## src/rtl/apdu_pkg.sv

```systemverilog
// Shared constants and carrier types for the card-side message transport.
// Assumes a link layer that already frames blocks and checks their integrity.
package apdu_pkg;

  // ----------------------------------------------------------------
  // Buffer geometry and header layout
  // ----------------------------------------------------------------
  localparam int unsigned BUF_DEPTH = 512;   // Command bytes held, header included.
  localparam int unsigned BUF_AW    = 9;
  localparam int unsigned IFS_DEF   = 32;    // Default information field size.
  localparam logic [8:0]  HDR_LEN   = 9'h004;  // Class, instruction and two parameters.
  localparam logic [8:0]  DATA_OFS  = 9'h005;  // First command data byte in the buffer.
  localparam logic [1:0]  POS_CLA   = 2'h0;
  localparam logic [1:0]  POS_INS   = 2'h1;
  localparam logic [1:0]  POS_P1    = 2'h2;
  localparam logic [1:0]  POS_P2    = 2'h3;
  localparam logic [8:0]  POS_LEN   = 9'h004;  // First length byte.

  // ----------------------------------------------------------------
  // Instruction and status codes
  // ----------------------------------------------------------------
  localparam logic [7:0]  INS_ENVELOPE = 8'hC2;
  localparam logic [15:0] SW_OK        = 16'h9000;
  localparam logic [7:0]  SW1_PENDING  = 8'h91;
  localparam logic [15:0] SW_TK_BUSY   = 16'h9300;
  localparam logic [15:0] SW_BAD_LEN   = 16'h6700;  // Answer to a malformed message.
  localparam logic [7:0]  SW1_MORE     = 8'h61;
  localparam logic [7:0]  SW1_WARN_A   = 8'h62;
  localparam logic [7:0]  SW1_WARN_B   = 8'h63;
  localparam logic [3:0]  SW1_APP_HI   = 4'h9;

  // ----------------------------------------------------------------
  // Types
  // ----------------------------------------------------------------
  typedef enum logic [1:0] {
    CASE_1 = 2'b00,   // No command data, no response data.
    CASE_2 = 2'b01,   // Response data only.
    CASE_3 = 2'b10,   // Command data only.
    CASE_4 = 2'b11    // Both.
  } case_e;

  typedef struct packed {
    logic [7:0] cla;
    logic [7:0] ins;
    logic [7:0] p1;
    logic [7:0] p2;
    case_e      kind;
    logic [7:0] lc;   // Command data length, zero for cases 1 and 2.
    logic [8:0] le;   // Expected length, 256 when the length byte is zero.
  } cmd_s;

  typedef struct packed {
    logic [7:0] data;
    logic       last;   // Last byte of the current block.
    logic       chain;  // The block carrying this byte is followed by another.
  } tx_s;

endpackage

```

## src/rtl/cmd_buf_mem.sv

```systemverilog
// Simple one-write one-read byte memory holding a reassembled command.
// Assumes one clock; read data come out of a register one cycle later.
`timescale 1ns/10ps
module cmd_buf_mem #(
  parameter int unsigned DW    = 8,
  parameter int unsigned DEPTH = 512,
  parameter int unsigned AW    = 9
) (
  input  wire logic          mclk_i,   // Clock.
  input  wire logic          we_i,     // Write strobe.
  input  wire logic [AW-1:0] waddr_i,  // Write address.
  input  wire logic [DW-1:0] wdata_i,  // Write data.
  input  wire logic [AW-1:0] raddr_i,  // Read address.
  output logic      [DW-1:0] rdata_o   // Registered read data.
);

  logic [DW-1:0] mem_q [DEPTH];
  logic [DW-1:0] rdata_q;

  // ----------------------------------------------------------------
  // Storage
  // ----------------------------------------------------------------
  // Write and read both happen on the rising edge.
  always_ff @(posedge mclk_i) begin
    if (we_i) begin
      mem_q[waddr_i] <= wdata_i;
    end
    rdata_q <= mem_q[raddr_i];
  end

  assign rdata_o = rdata_q;

endmodule

```

## src/rtl/apdu_block_transport.sv

```systemverilog
// Card-side message transport over a block-oriented link: command reassembly,
// case decoding, status screening and chained response emission.
// Assumes the link layer delivers information field bytes with block marks
// and accepts response bytes with their block marks.
//
// Notes on behaviour
// [RULE1] The terminal puts each command message unchanged into an information field.
// [RULE2] With status 61XX, 62XX, 63XX, 9XXX or 9000 the card returns available data.
// [RULE3] With any other status the card returns no data at all.
// [RULE4] The terminal hands the received information fields unchanged upward.
// [RULE5] A response may span several chained blocks that concatenate into one message.
// [RULE6] A command may span several chained blocks that concatenate into one message.
// [RULE7] Four cases exist: no data, response data only, command data only, and both.
// [RULE8] In place of 9000 the card may answer 91XX when a proactive command waits.
// [RULE9] The terminal fetches a waiting command with instruction 12 and length XX.
// [RULE10] The terminal reports the outcome with instruction 14 and the result data.
// [RULE11] When the toolkit cannot take an envelope the card answers 9300.
// [RULE12] An envelope is a case 4 command with instruction C2 and expected length 00.
// [RULE13] Envelope data with 9000 go to the terminal's acknowledgement channel.
// [RULE14] Envelope data with 62XX or 63XX go to the terminal's error channel.
// [RULE15] Pending command signalling works the same over every transport.
// [RULE16] Chained fields join in arrival order and end only with an unchained block.
`timescale 1ns/10ps
module apdu_block_transport #(
  parameter int unsigned IFS = apdu_pkg::IFS_DEF  // Bytes per response block.
) (
  input  wire logic                mclk_i,         // Clock, 200 MHz.
  input  wire logic                rst_i,          // Asynchronous reset, active high.
  input  wire logic                rx_valid_i,     // Received field byte present.
  input  wire logic [7:0]          rx_byte_i,      // Received field byte.
  input  wire logic                rx_last_i,      // Byte ends its block.
  input  wire logic                rx_chain_i,     // Block is chained to a next one.
  output apdu_pkg::tx_s            tx_o,           // Response byte with block marks.
  output logic                     tx_valid_o,     // Response byte present.
  input  wire logic                tx_ready_i,     // Link takes the response byte.
  output apdu_pkg::cmd_s           cmd_o,          // Decoded command header.
  output logic                     cmd_valid_o,    // One-cycle pulse: command ready.
  input  wire logic [7:0]          cmd_rd_idx_i,   // Command data byte index.
  output logic [7:0]               cmd_rd_data_o,  // Command data byte, one cycle later.
  input  wire logic                rsp_start_i,    // Application answer is ready.
  input  wire logic [15:0]         rsp_sw_i,       // Application status word.
  input  wire logic [8:0]          rsp_len_i,      // Response data length.
  input  wire logic [7:0]          rsp_byte_i,     // Current response data byte.
  output logic                     rsp_rd_o,       // One-cycle pulse: byte consumed.
  input  wire logic                pro_pending_i,  // Proactive command waiting.
  input  wire logic [7:0]          pro_len_i,      // Its length.
  input  wire logic                tk_busy_i       // Toolkit cannot take an envelope.
);

  typedef enum logic [2:0] {
    S_RX   = 3'b000,
    S_DEC  = 3'b001,
    S_WAIT = 3'b010,
    S_RD   = 3'b011,
    S_TX   = 3'b100
  } state_e;

  localparam logic [8:0] IFS_W = 9'(IFS);
  localparam logic [8:0] MAX_N = 9'(apdu_pkg::BUF_DEPTH - 1);

  state_e         state_q, state_d;
  logic [8:0]     n_q, n_d;
  logic [31:0]    hdr_q, hdr_d;
  logic [7:0]     b4_q, b4_d;
  logic [7:0]     lastb_q, lastb_d;
  apdu_pkg::cmd_s cmd_q, cmd_d;
  logic           cmd_valid_q, cmd_valid_d;
  logic           rsp_rd_q, rsp_rd_d;
  logic [8:0]     dcnt_q, dcnt_d;
  logic [15:0]    sw_q, sw_d;
  logic [8:0]     rem_q, rem_d;
  logic [8:0]     blk_q, blk_d;
  apdu_pkg::tx_s  tx_q, tx_d;
  logic           tx_valid_q, tx_valid_d;
  logic           mem_we;
  logic [8:0]     mem_raddr;

  // ----------------------------------------------------------------
  // Status screening helpers
  // ----------------------------------------------------------------
  // True for the status words that may carry response data.
  function automatic logic data_allowed(input logic [15:0] sw);
    logic [7:0] s1;
    s1 = sw[15:8];
    data_allowed = (s1 == apdu_pkg::SW1_MORE) ||                   // RULE2
                   (s1 == apdu_pkg::SW1_WARN_A) ||
                   (s1 == apdu_pkg::SW1_WARN_B) ||
                   (s1[7:4] == apdu_pkg::SW1_APP_HI);
  endfunction

  // Replaces a plain success by the pending-command status when one waits.
  function automatic logic [15:0] final_sw(input logic [15:0] sw, input logic pend,
                                           input logic [7:0] plen);
    if (sw == apdu_pkg::SW_OK && pend) begin
      final_sw = {apdu_pkg::SW1_PENDING, plen};                    // RULE8
    end else begin
      final_sw = sw;
    end
  endfunction

  // ----------------------------------------------------------------
  // Command buffer
  // ----------------------------------------------------------------
  // Bytes are stored at their arrival position, so chained fields line up in order.
  // The count stops at the top slot; a message that long is malformed in any case.
  assign mem_we    = (state_q == S_RX) && rx_valid_i && (n_q != MAX_N);  // RULE16
  assign mem_raddr = apdu_pkg::DATA_OFS + {1'b0, cmd_rd_idx_i};

  cmd_buf_mem #(
    .DW    (8),
    .DEPTH (apdu_pkg::BUF_DEPTH),
    .AW    (apdu_pkg::BUF_AW)
  ) u_buf (
    .mclk_i  (mclk_i),
    .we_i    (mem_we),
    .waddr_i (n_q),
    .wdata_i (rx_byte_i),
    .raddr_i (mem_raddr),
    .rdata_o (cmd_rd_data_o)
  );

  // ----------------------------------------------------------------
  // Sequencer
  // ----------------------------------------------------------------
  // Receives, decodes, hands over and answers one command at a time.
  always_comb begin
    state_d     = state_q;
    n_d         = n_q;
    hdr_d       = hdr_q;
    b4_d        = b4_q;
    lastb_d     = lastb_q;
    cmd_d       = cmd_q;
    cmd_valid_d = 1'b0;
    rsp_rd_d    = 1'b0;
    dcnt_d      = dcnt_q;
    sw_d        = sw_q;
    rem_d       = rem_q;
    blk_d       = blk_q;
    tx_d        = tx_q;
    tx_valid_d  = tx_valid_q;
    unique case (state_q)
      S_RX: begin
        if (rx_valid_i) begin
          if (n_q != MAX_N) begin
            n_d = n_q + 9'h001;                                    // RULE6
          end
          if (n_q < apdu_pkg::HDR_LEN) begin
            hdr_d[8*(3-n_q[1:0]) +: 8] = rx_byte_i;
          end
          if (n_q == apdu_pkg::POS_LEN) begin
            b4_d = rx_byte_i;
          end
          lastb_d = rx_byte_i;
          if (rx_last_i && !rx_chain_i) begin
            state_d = S_DEC;                                       // RULE16
          end
        end
      end
      S_DEC: begin
        cmd_d.cla = hdr_q[31:24];
        cmd_d.ins = hdr_q[23:16];
        cmd_d.p1  = hdr_q[15:8];
        cmd_d.p2  = hdr_q[7:0];
        cmd_d.lc  = 8'h00;
        cmd_d.le  = 9'h000;
        cmd_d.kind = apdu_pkg::CASE_1;
        state_d   = S_WAIT;
        cmd_valid_d = 1'b1;
        // Length decoding picks one of the four data cases.
        if (n_q == apdu_pkg::HDR_LEN) begin
          cmd_d.kind = apdu_pkg::CASE_1;                           // RULE7
        end else if (n_q == apdu_pkg::DATA_OFS) begin
          cmd_d.kind = apdu_pkg::CASE_2;
          cmd_d.le   = (b4_q == 8'h00) ? 9'h100 : {1'b0, b4_q};
        end else if (b4_q != 8'h00 && n_q == apdu_pkg::DATA_OFS + {1'b0, b4_q}) begin
          cmd_d.kind = apdu_pkg::CASE_3;
          cmd_d.lc   = b4_q;
        end else if (b4_q != 8'h00 &&
                     n_q == apdu_pkg::DATA_OFS + {1'b0, b4_q} + 9'h001) begin
          cmd_d.kind = apdu_pkg::CASE_4;
          cmd_d.lc   = b4_q;
          cmd_d.le   = (lastb_q == 8'h00) ? 9'h100 : {1'b0, lastb_q};
        end else begin
          // Malformed length: refuse without involving the application.
          cmd_valid_d = 1'b0;
          sw_d        = apdu_pkg::SW_BAD_LEN;                      // RULE3
          dcnt_d      = 9'h000;
          rem_d       = 9'h002;
          blk_d       = 9'h000;
          state_d     = S_RD;
        end
        // An envelope the toolkit cannot take is turned back at once.
        if (hdr_q[23:16] == apdu_pkg::INS_ENVELOPE && tk_busy_i) begin
          cmd_valid_d = 1'b0;
          sw_d        = apdu_pkg::SW_TK_BUSY;                      // RULE11
          dcnt_d      = 9'h000;
          rem_d       = 9'h002;
          blk_d       = 9'h000;
          state_d     = S_RD;
        end
      end
      S_WAIT: begin
        if (rsp_start_i) begin
          sw_d = final_sw(rsp_sw_i, pro_pending_i, pro_len_i);     // RULE15
          if (data_allowed(rsp_sw_i)) begin
            dcnt_d = rsp_len_i;                                    // RULE2
          end else begin
            dcnt_d = 9'h000;                                       // RULE3
          end
          rem_d   = (data_allowed(rsp_sw_i) ? rsp_len_i : 9'h000) + 9'h002;
          blk_d   = 9'h000;
          state_d = S_RD;
        end
      end
      S_RD: begin
        // Data first, then the two status bytes, cut into blocks of IFS bytes.
        if (dcnt_q != 9'h000) begin
          tx_d.data = rsp_byte_i;
          rsp_rd_d  = 1'b1;
          dcnt_d    = dcnt_q - 9'h001;
        end else if (rem_q == 9'h002) begin
          tx_d.data = sw_q[15:8];
        end else begin
          tx_d.data = sw_q[7:0];
        end
        tx_d.last  = (blk_q == IFS_W - 9'h001) || (rem_q == 9'h001);  // RULE5
        tx_d.chain = rem_q > (IFS_W - blk_q);                         // RULE5
        blk_d      = tx_d.last ? 9'h000 : blk_q + 9'h001;
        rem_d      = rem_q - 9'h001;
        tx_valid_d = 1'b1;
        state_d    = S_TX;
      end
      S_TX: begin
        if (tx_ready_i) begin
          tx_valid_d = 1'b0;
          if (rem_q == 9'h000) begin
            n_d     = 9'h000;
            state_d = S_RX;
          end else begin
            state_d = S_RD;
          end
        end
      end
      default: begin
        state_d = S_RX;
      end
    endcase
  end

  // Registers the sequencer state.
  always_ff @(posedge mclk_i or posedge rst_i) begin
    if (rst_i) begin
      state_q     <= S_RX;
      n_q         <= 9'h000;
      hdr_q       <= 32'h0000_0000;
      b4_q        <= 8'h00;
      lastb_q     <= 8'h00;
      cmd_q       <= '0;
      cmd_valid_q <= 1'b0;
      rsp_rd_q    <= 1'b0;
      dcnt_q      <= 9'h000;
      sw_q        <= 16'h0000;
      rem_q       <= 9'h000;
      blk_q       <= 9'h000;
      tx_q        <= '0;
      tx_valid_q  <= 1'b0;
    end else begin
      state_q     <= state_d;
      n_q         <= n_d;
      hdr_q       <= hdr_d;
      b4_q        <= b4_d;
      lastb_q     <= lastb_d;
      cmd_q       <= cmd_d;
      cmd_valid_q <= cmd_valid_d;
      rsp_rd_q    <= rsp_rd_d;
      dcnt_q      <= dcnt_d;
      sw_q        <= sw_d;
      rem_q       <= rem_d;
      blk_q       <= blk_d;
      tx_q        <= tx_d;
      tx_valid_q  <= tx_valid_d;
    end
  end

  // ----------------------------------------------------------------
  // Outputs
  // ----------------------------------------------------------------
  // Every output is a flip-flop.
  assign tx_o        = tx_q;
  assign tx_valid_o  = tx_valid_q;
  assign cmd_o       = cmd_q;
  assign cmd_valid_o = cmd_valid_q;
  assign rsp_rd_o    = rsp_rd_q;

endmodule

```

## config.mk

```make
export PLATFORM = sky130hd
export DESIGN_NAME = apdu_block_transport
export DESIGN_NICKNAME = d
export VERILOG_FILES = /design/src/rtl/apdu_pkg.sv /design/src/rtl/cmd_buf_mem.sv /design/src/rtl/apdu_block_transport.sv
export SDC_FILE = /design/constraint.sdc
export NUM_CORES = 2
export LEC_CHECK = 0
export BUFFER_PORTS_ARGS = -buffer_cell sky130_fd_sc_hd__buf_2
export CORE_MARGIN = 5
export CORE_UTILIZATION = 30
export DETAILED_ROUTE_END_ITERATION = 7
export GPL_TIMING_DRIVEN = 0
export MAX_ROUTING_LAYER = met4
export PLACE_DENSITY = 0.51
export SYNTH_ARGS = -nofsm -noshare
export SYNTH_HDL_FRONTEND = slang
export SYNTH_SLANG_ARGS = --single-unit
```

## constraint.sdc

```tcl
create_clock -name mclk_i -period 5.5 [get_ports mclk_i]
set_clock_uncertainty 0.05 [all_clocks]
set_input_delay 0.55 -clock mclk_i [delete_from_list [all_inputs] [get_ports mclk_i]]
set_output_delay 0.55 -clock mclk_i [all_outputs]
set_load 0.05 [all_outputs]
```

# Word-level counts from Yosys, hierarchy flattened
# Memories as Yosys holds them, arrays and structs flattened. A register that Yosys moved wholly into a read port is not among the register bits.
# Cells that the tools add are included.
# W data, S select, Z words.
op_classes:
  n_shift: 2
  order_cmp: 2
  reduce_logical: 31
  mux: 68
  n_addsub: 11
  n_eq_ne: 29
ops:
  columns: ["cell", "n"]
  rows:
  - ["$mux W9", 24]
  - ["$mux W16", 7]
  - ["$pmux W9 S3", 3]
  - ["$neg A32 Y34", 1]
  - ["$shift A8 B34 Y32 const A", 1]
  - ["$shiftx A8 B34 Y32", 1]
  - ["$bwmux W32", 1]
  - ["$pmux W16 S2", 1]
  - ["$add A9 B1 Y9 const B", 3]
  - ["$eq A8 B7 Y1 const B", 3]
  - ["$mux W8", 3]
  - ["$mux W19", 1]
  - ["$add A3 B8 Y9 const A", 2]
  - ["$eq A9 B3 Y1 const B", 2]
  - ["$eq A9 B9 Y1", 2]
  - ["$pmux W9 S2", 1]
  - ["$sub A9 B1 Y9 const B", 2]
  - ["$mux W17", 1]
  - ["$eq A16 B16 Y1 const B", 1]
  - ["$logic_not A8 Y1", 2]
  - ["$mux W1", 15]
  - ["$mux W3", 5]
  - ["$pmux W3 S5", 1]
  - ["$ne A3 B3 Y1 const B", 4]
  - ["other kinds (34)", 56]
word_totals:
  n_memories: 1
  ramBits: 4096
  out_inout_bits: 72
  in_bits: 66
  register_bits: 167
  word_cells: 166
mem_list:
  columns: ["name", "words", "word_bits", "rd", "rd_ports_with_merged_regs", "write_ports", "line", "source"]
  rows:
  - ["u_buf.mem_q", 512, 8, 1, 1, 1, "cmd_buf_mem.sv:17", "logic [DW-1:0] mem_q [DEPTH];"]

# Depth between registers and ports, before layout
logic_depth:
  ltp_word: 10
  mapped_depth: 14
  ltp_nobuf: 12

# Hierarchy
# From an unflattened synthesis, not the netlist that was laid out.
hier_totals:
  hier_cells: 9047
  area_unflattened_um2: 169029.6
modules_own_cells:
  columns: ["module", "n_inst", "seq_area_each_um2", "cells_each", "area_each_um2"]
  rows:
  - ["cmd_buf_mem", 1, 123158.1, 8030, 159927.1]
  - ["apdu_block_transport", 1, 4179.0, 1017, 9102.5]

# Worst setup path after synthesis
# Ideal clock, no wire load.
synth_path:
  path_kind: "register to register"
  start: "register n_q[1]"
  end: "memory u_buf.mem_q[195][0], enable pin"
  t_arrival_ns: 3.136
  n_path_buf: 3
  setup_ns: 0.370
  stages_incl_launch_ff: 12
  setup_slack_ns: 1.944
  synth_period_minus_slack_ns: 3.556
  required_ns: 5.080
  path_cell_list: "dfrtp_1 ha_1 clkbuf_1 and3_1 nand2_1 nor2_1 ha_1 nor4_1 clkbuf_1 nand3_1 clkbuf_1 nor2_1"
synth_between:
  elab_chain_cells: 4
synth_lines:
  columns: ["element", "line", "source"]
  rows:
  - ["start: declaration", "apdu_block_transport.sv:62", "logic [8:0] n_q, n_d;"]
  - ["start signal: assignment", "apdu_block_transport.sv:269", "n_q <= n_d;"]
  - ["$ne A9 B9 Y1", "apdu_block_transport.sv:106", "assign mem_we = (state_q == S_RX) && rx_valid_i && (n_q != MAX_N);"]
  - ["$logic_and A1 B1 Y1", "apdu_block_transport.sv:106", null]
  - ["$mux W1", "cmd_buf_mem.sv:25", "if (we_i) begin"]
  - ["$mux W1 (implied by the code)", "cmd_buf_mem.sv:26", "mem_q[waddr_i] <= wdata_i;"]
  - ["end: declaration", "cmd_buf_mem.sv:17", null]
# Several ways; a longest one is shown, not always the timed one.

# Final worst setup path
layout_path:
  start: "input cmd_rd_idx_i[0]"
  end: "register u_buf.rdata_q[5] (netlist: u_buf.rdata_o[5]) (read register of u_buf.mem_q)"
layout_between:
  elab_chain_cells: 1
layout_lines:
  columns: ["element", "line", "source"]
  rows:
  - ["start: declaration", "apdu_block_transport.sv:38", "input wire logic [7:0] cmd_rd_idx_i,"]
  - ["$add A3 B8 Y9", "apdu_block_transport.sv:107", "assign mem_raddr = apdu_pkg::DATA_OFS + {1'b0, cmd_rd_idx_i};"]
  - ["end: declaration", "cmd_buf_mem.sv:18", "logic [DW-1:0] rdata_q;"]
# No other way between the ends.
# A chain may end at the register's enable or synchronous reset.

==> flow_metrics.env <==
export IMPL_max_freq_mhz=173
export IMPL_placementRows=244
export IMPL_coreArea_sq_um=441000
export IMPL_maxCapViolations=3
export IMPL_start_util=0.301
export IMPL_rsz0062_at_grt="false"
export IMPL_drive_gt1_frac=0.249
export IMPL_finalSetupTns_ns=-0.270
export IMPL_drt_iter0_markers=9613
export IMPL_io_pins=138
export IMPL_outcome="finished with violations"
export IMPL_via_per_inst=5.32
export IMPL_endpoint_kind="flop"
export IMPL_clock_sinks=3375
export IMPL_synthTopCellsByArea="edfxtp_1, mux4_2, dfrtp_1"
export IMPL_crit_type="in -> reg"
export IMPL_seq_area_sq_um=100000
export IMPL_htreeDepth=5
export IMPL_holdCritPathClass="in -> reg"
export IMPL_detailed_place_hpwl_mm=300
export IMPL_power_density_nw_per_um2=392
export IMPL_port_buffers=135
export IMPL_synth_seq_cells=3375
export IMPL_crit_path_start_kind="primary input"
export IMPL_synth_edf_count=3200
export IMPL_hold_viol=0
export IMPL_place_area_sq_um=143000
export IMPL_crit_required_ns=6.05
export IMPL_synth_ff_type="edfxtp_1"
export IMPL_place_ws_ns=-2.34
export IMPL_synth_warnings=0
export IMPL_worstPathArrival_ns=6.32
export IMPL_synth_sequential_area_ratio=0.756
export IMPL_dr_pass1_iters=6
export IMPL_track_usage=0.195
export IMPL_holdWs_ns=0.114
export IMPL_finalSetupViolCount=1
export IMPL_synthToLayoutAreaGrowth_pct=16.0
export IMPL_overflow=0
export IMPL_ir_drop_v=0.000302
export IMPL_fillCellCount=41400
export IMPL_cts_max_path_buffers=4
export IMPL_synth_distinct_cells=75
export IMPL_finish_instance_area_sq_um=154000
export IMPL_synthesis_area_sq_um=133000
export IMPL_fp_dieH_um=676
export IMPL_grt_max_degree=145
export IMPL_syn_num_nets=6767
export IMPL_async_flop_share=0.0495
export IMPL_cts_tree="done"
export IMPL_multi_input_area_sq_um=30800
export IMPL_fin_crit_sh=1.05
export IMPL_yosysTopAreaCell="edfxtp_1"
export IMPL_route_detailed_drc=0
export IMPL_fin_util=0.349
export IMPL_grt_pass1_vias=71100
export IMPL_antenna_left=0
export IMPL_violations="max-capacitance violations, max-slew violations, negative setup slack"
export IMPL_period_needed_ns=5.77
export IMPL_netlist_area_leader_share=0.723
export IMPL_dieArea_sq_um=456000
export IMPL_avgSynthCellArea_sq_um=19.9
export IMPL_layout_commonest_cell="edfxtp_1"
export IMPL_clk_pin_slew_ns=0.06
export IMPL_drt_wl_total_mm=440
export IMPL_die_w_um=676
export IMPL_cts_root_buf="clkbuf_16"
export IMPL_vias=71700
export IMPL_timing_worst_slew_pin_value_ns=1.61
export IMPL_antenna_found_initial=45
export IMPL_crit_path_max_fanout=10
export IMPL_grt_pass1_wl_mm=599
export IMPL_place_congestion=0.898
export IMPL_numCtsBuffers=350
export IMPL_maxSlewViolCount=14
export IMPL_final_cell_mix="edfxtp_1, mux4_2, nand2_1"
export IMPL_slew_headroom=-0.0812
export IMPL_routedWlPerCell_um=32.7
export IMPL_fin_ws_ns=-0.270
export IMPL_p_leak_nw=48.6
export IMPL_clk_latency_ns=0.97
export IMPL_nNetsFinal=7359
export IMPL_synthCells=6674
==> flip-flops by register name (all words and copies together) (netlist names) <==
name / cells
u_buf.mem_q: 3200
cmd_o: 51
hdr_q: 32
sw_q: 16
tx_o: 10
blk_q: 9
dcnt_q: 9
n_q: 9
rem_q: 9
b4_q: 8
lastb_q: 8
u_buf.rdata_o: 8
state_q: 3
cmd_valid_o: 1
rsp_rd_o: 1
tx_valid_o: 1
==> final cells by class <==
cell class                      instances  share of cell area
Clock buffer                          454              0.0608
Tap cell                             5904              0.0479
Timing Repair Buffer                  246              0.0175
Sequential cell                      3375               0.651
Clock inverter                        166             0.00970
Inverter                               28            0.000730
Buffer                                395              0.0122
Antenna cell                           28            0.000454
Multi-Input combinational cell       2870               0.200
==> timing repair <==
item,in CTS,in global routing
hold buffers,48,0
gates resized for setup,60,29
pin swaps,0,2
setup buffers,0,0
endpoints found under the setup margin,260,1344
endpoints found under the hold margin,222,0
==> synth_stat cells (all sizes together) (28+ instances only) <==
cell    instances
xnor2          30
nand2         659
edfxtp       3200
nor2          465
and3           30
mux2i          42
clkbuf        238
dfrtp         167
o21ai          84
a21oi          67
a31oi          37
buf           163
nand3         150
inv            28
mux4          910
nand4          48
==> report_power, final <==
part | internal [W] | total (W) | leakage (nW) | switching (W)
clock | 0.0130 | 0.0231 | 5.31 | 0.0101
combinational | 0.00249 | 0.00838 | 12.2 | 0.00589
sequential | 0.0286 | 0.0289 | 31.0 | 0.000343
total | 0.0441 | 0.0604 | 48.6 | 0.0163
==> cell families (layout without fill, tap and decap cells) <==
group,after synthesis,count (layout),synth area share
AOI/OAI and AO/OA,355,355,0.0180
xor gates and xnor gates,50,50,0.00370
adders and majority gates,27,27,0.00254
buffers and inverters,429,1289,0.0142
DFF,3375,3375,0.756
muxes,971,971,0.159
other,0,28,0
and+or+nand+nor,1467,1467,0.0469
==> routing by layer <==
metal / up-vias / routed length, um / global-route usage
met5: - / 0 / -
met4: 0 / 15900 / 0.0616
met3: 716 / 38600 / 0.0381
met2: 3551 / 204000 / 0.295
met1: 39000 / 182000 / 0.265
li1: 28400 / - / -
==> path summary, 6_finish.rpt <==
path                                 start             endpoint  slack, ns  cells after the start
setup reg to reg                    n_q[4]  u_buf.mem_q[453][1]       0.15                     11
min in group asynchronous            rst_i            cmd_o[18]       0.22                      3
setup / recovery           cmd_rd_idx_i[0]     u_buf.rdata_o[5]      -0.27                     12
max in group asynchronous            rst_i            hdr_q[12]       4.27                      4
hold / removal                rx_byte_i[6]  u_buf.mem_q[394][6]       0.11                      1
hold reg to reg                  cmd_o[27]            cmd_o[27]       0.43                      2
==> worst max-delay path, stage by stage <==
cell	delay [ns]
buf_2	0.18
buf_2	0.22
buf_6	0.32
a21oi_1	0.24
xnor2_1	1.12
clkbuf_1	0.71
buf_1	0.79
nand3_1	0.30
nand3_1	0.20
o21ai_0	0.10
nor3_1	0.84
nand4_1	0.69
==> stage by stage <==
stage	total power, W	std cells
final	0.0604	13500
after global routing	0.0622	13500
after CTS	0.0607	13400
after detailed placement	0.0378	12800
after global placement	0.0376	12700
after floorplan	0.0339	6674
(Power assumes the default switching activity.)
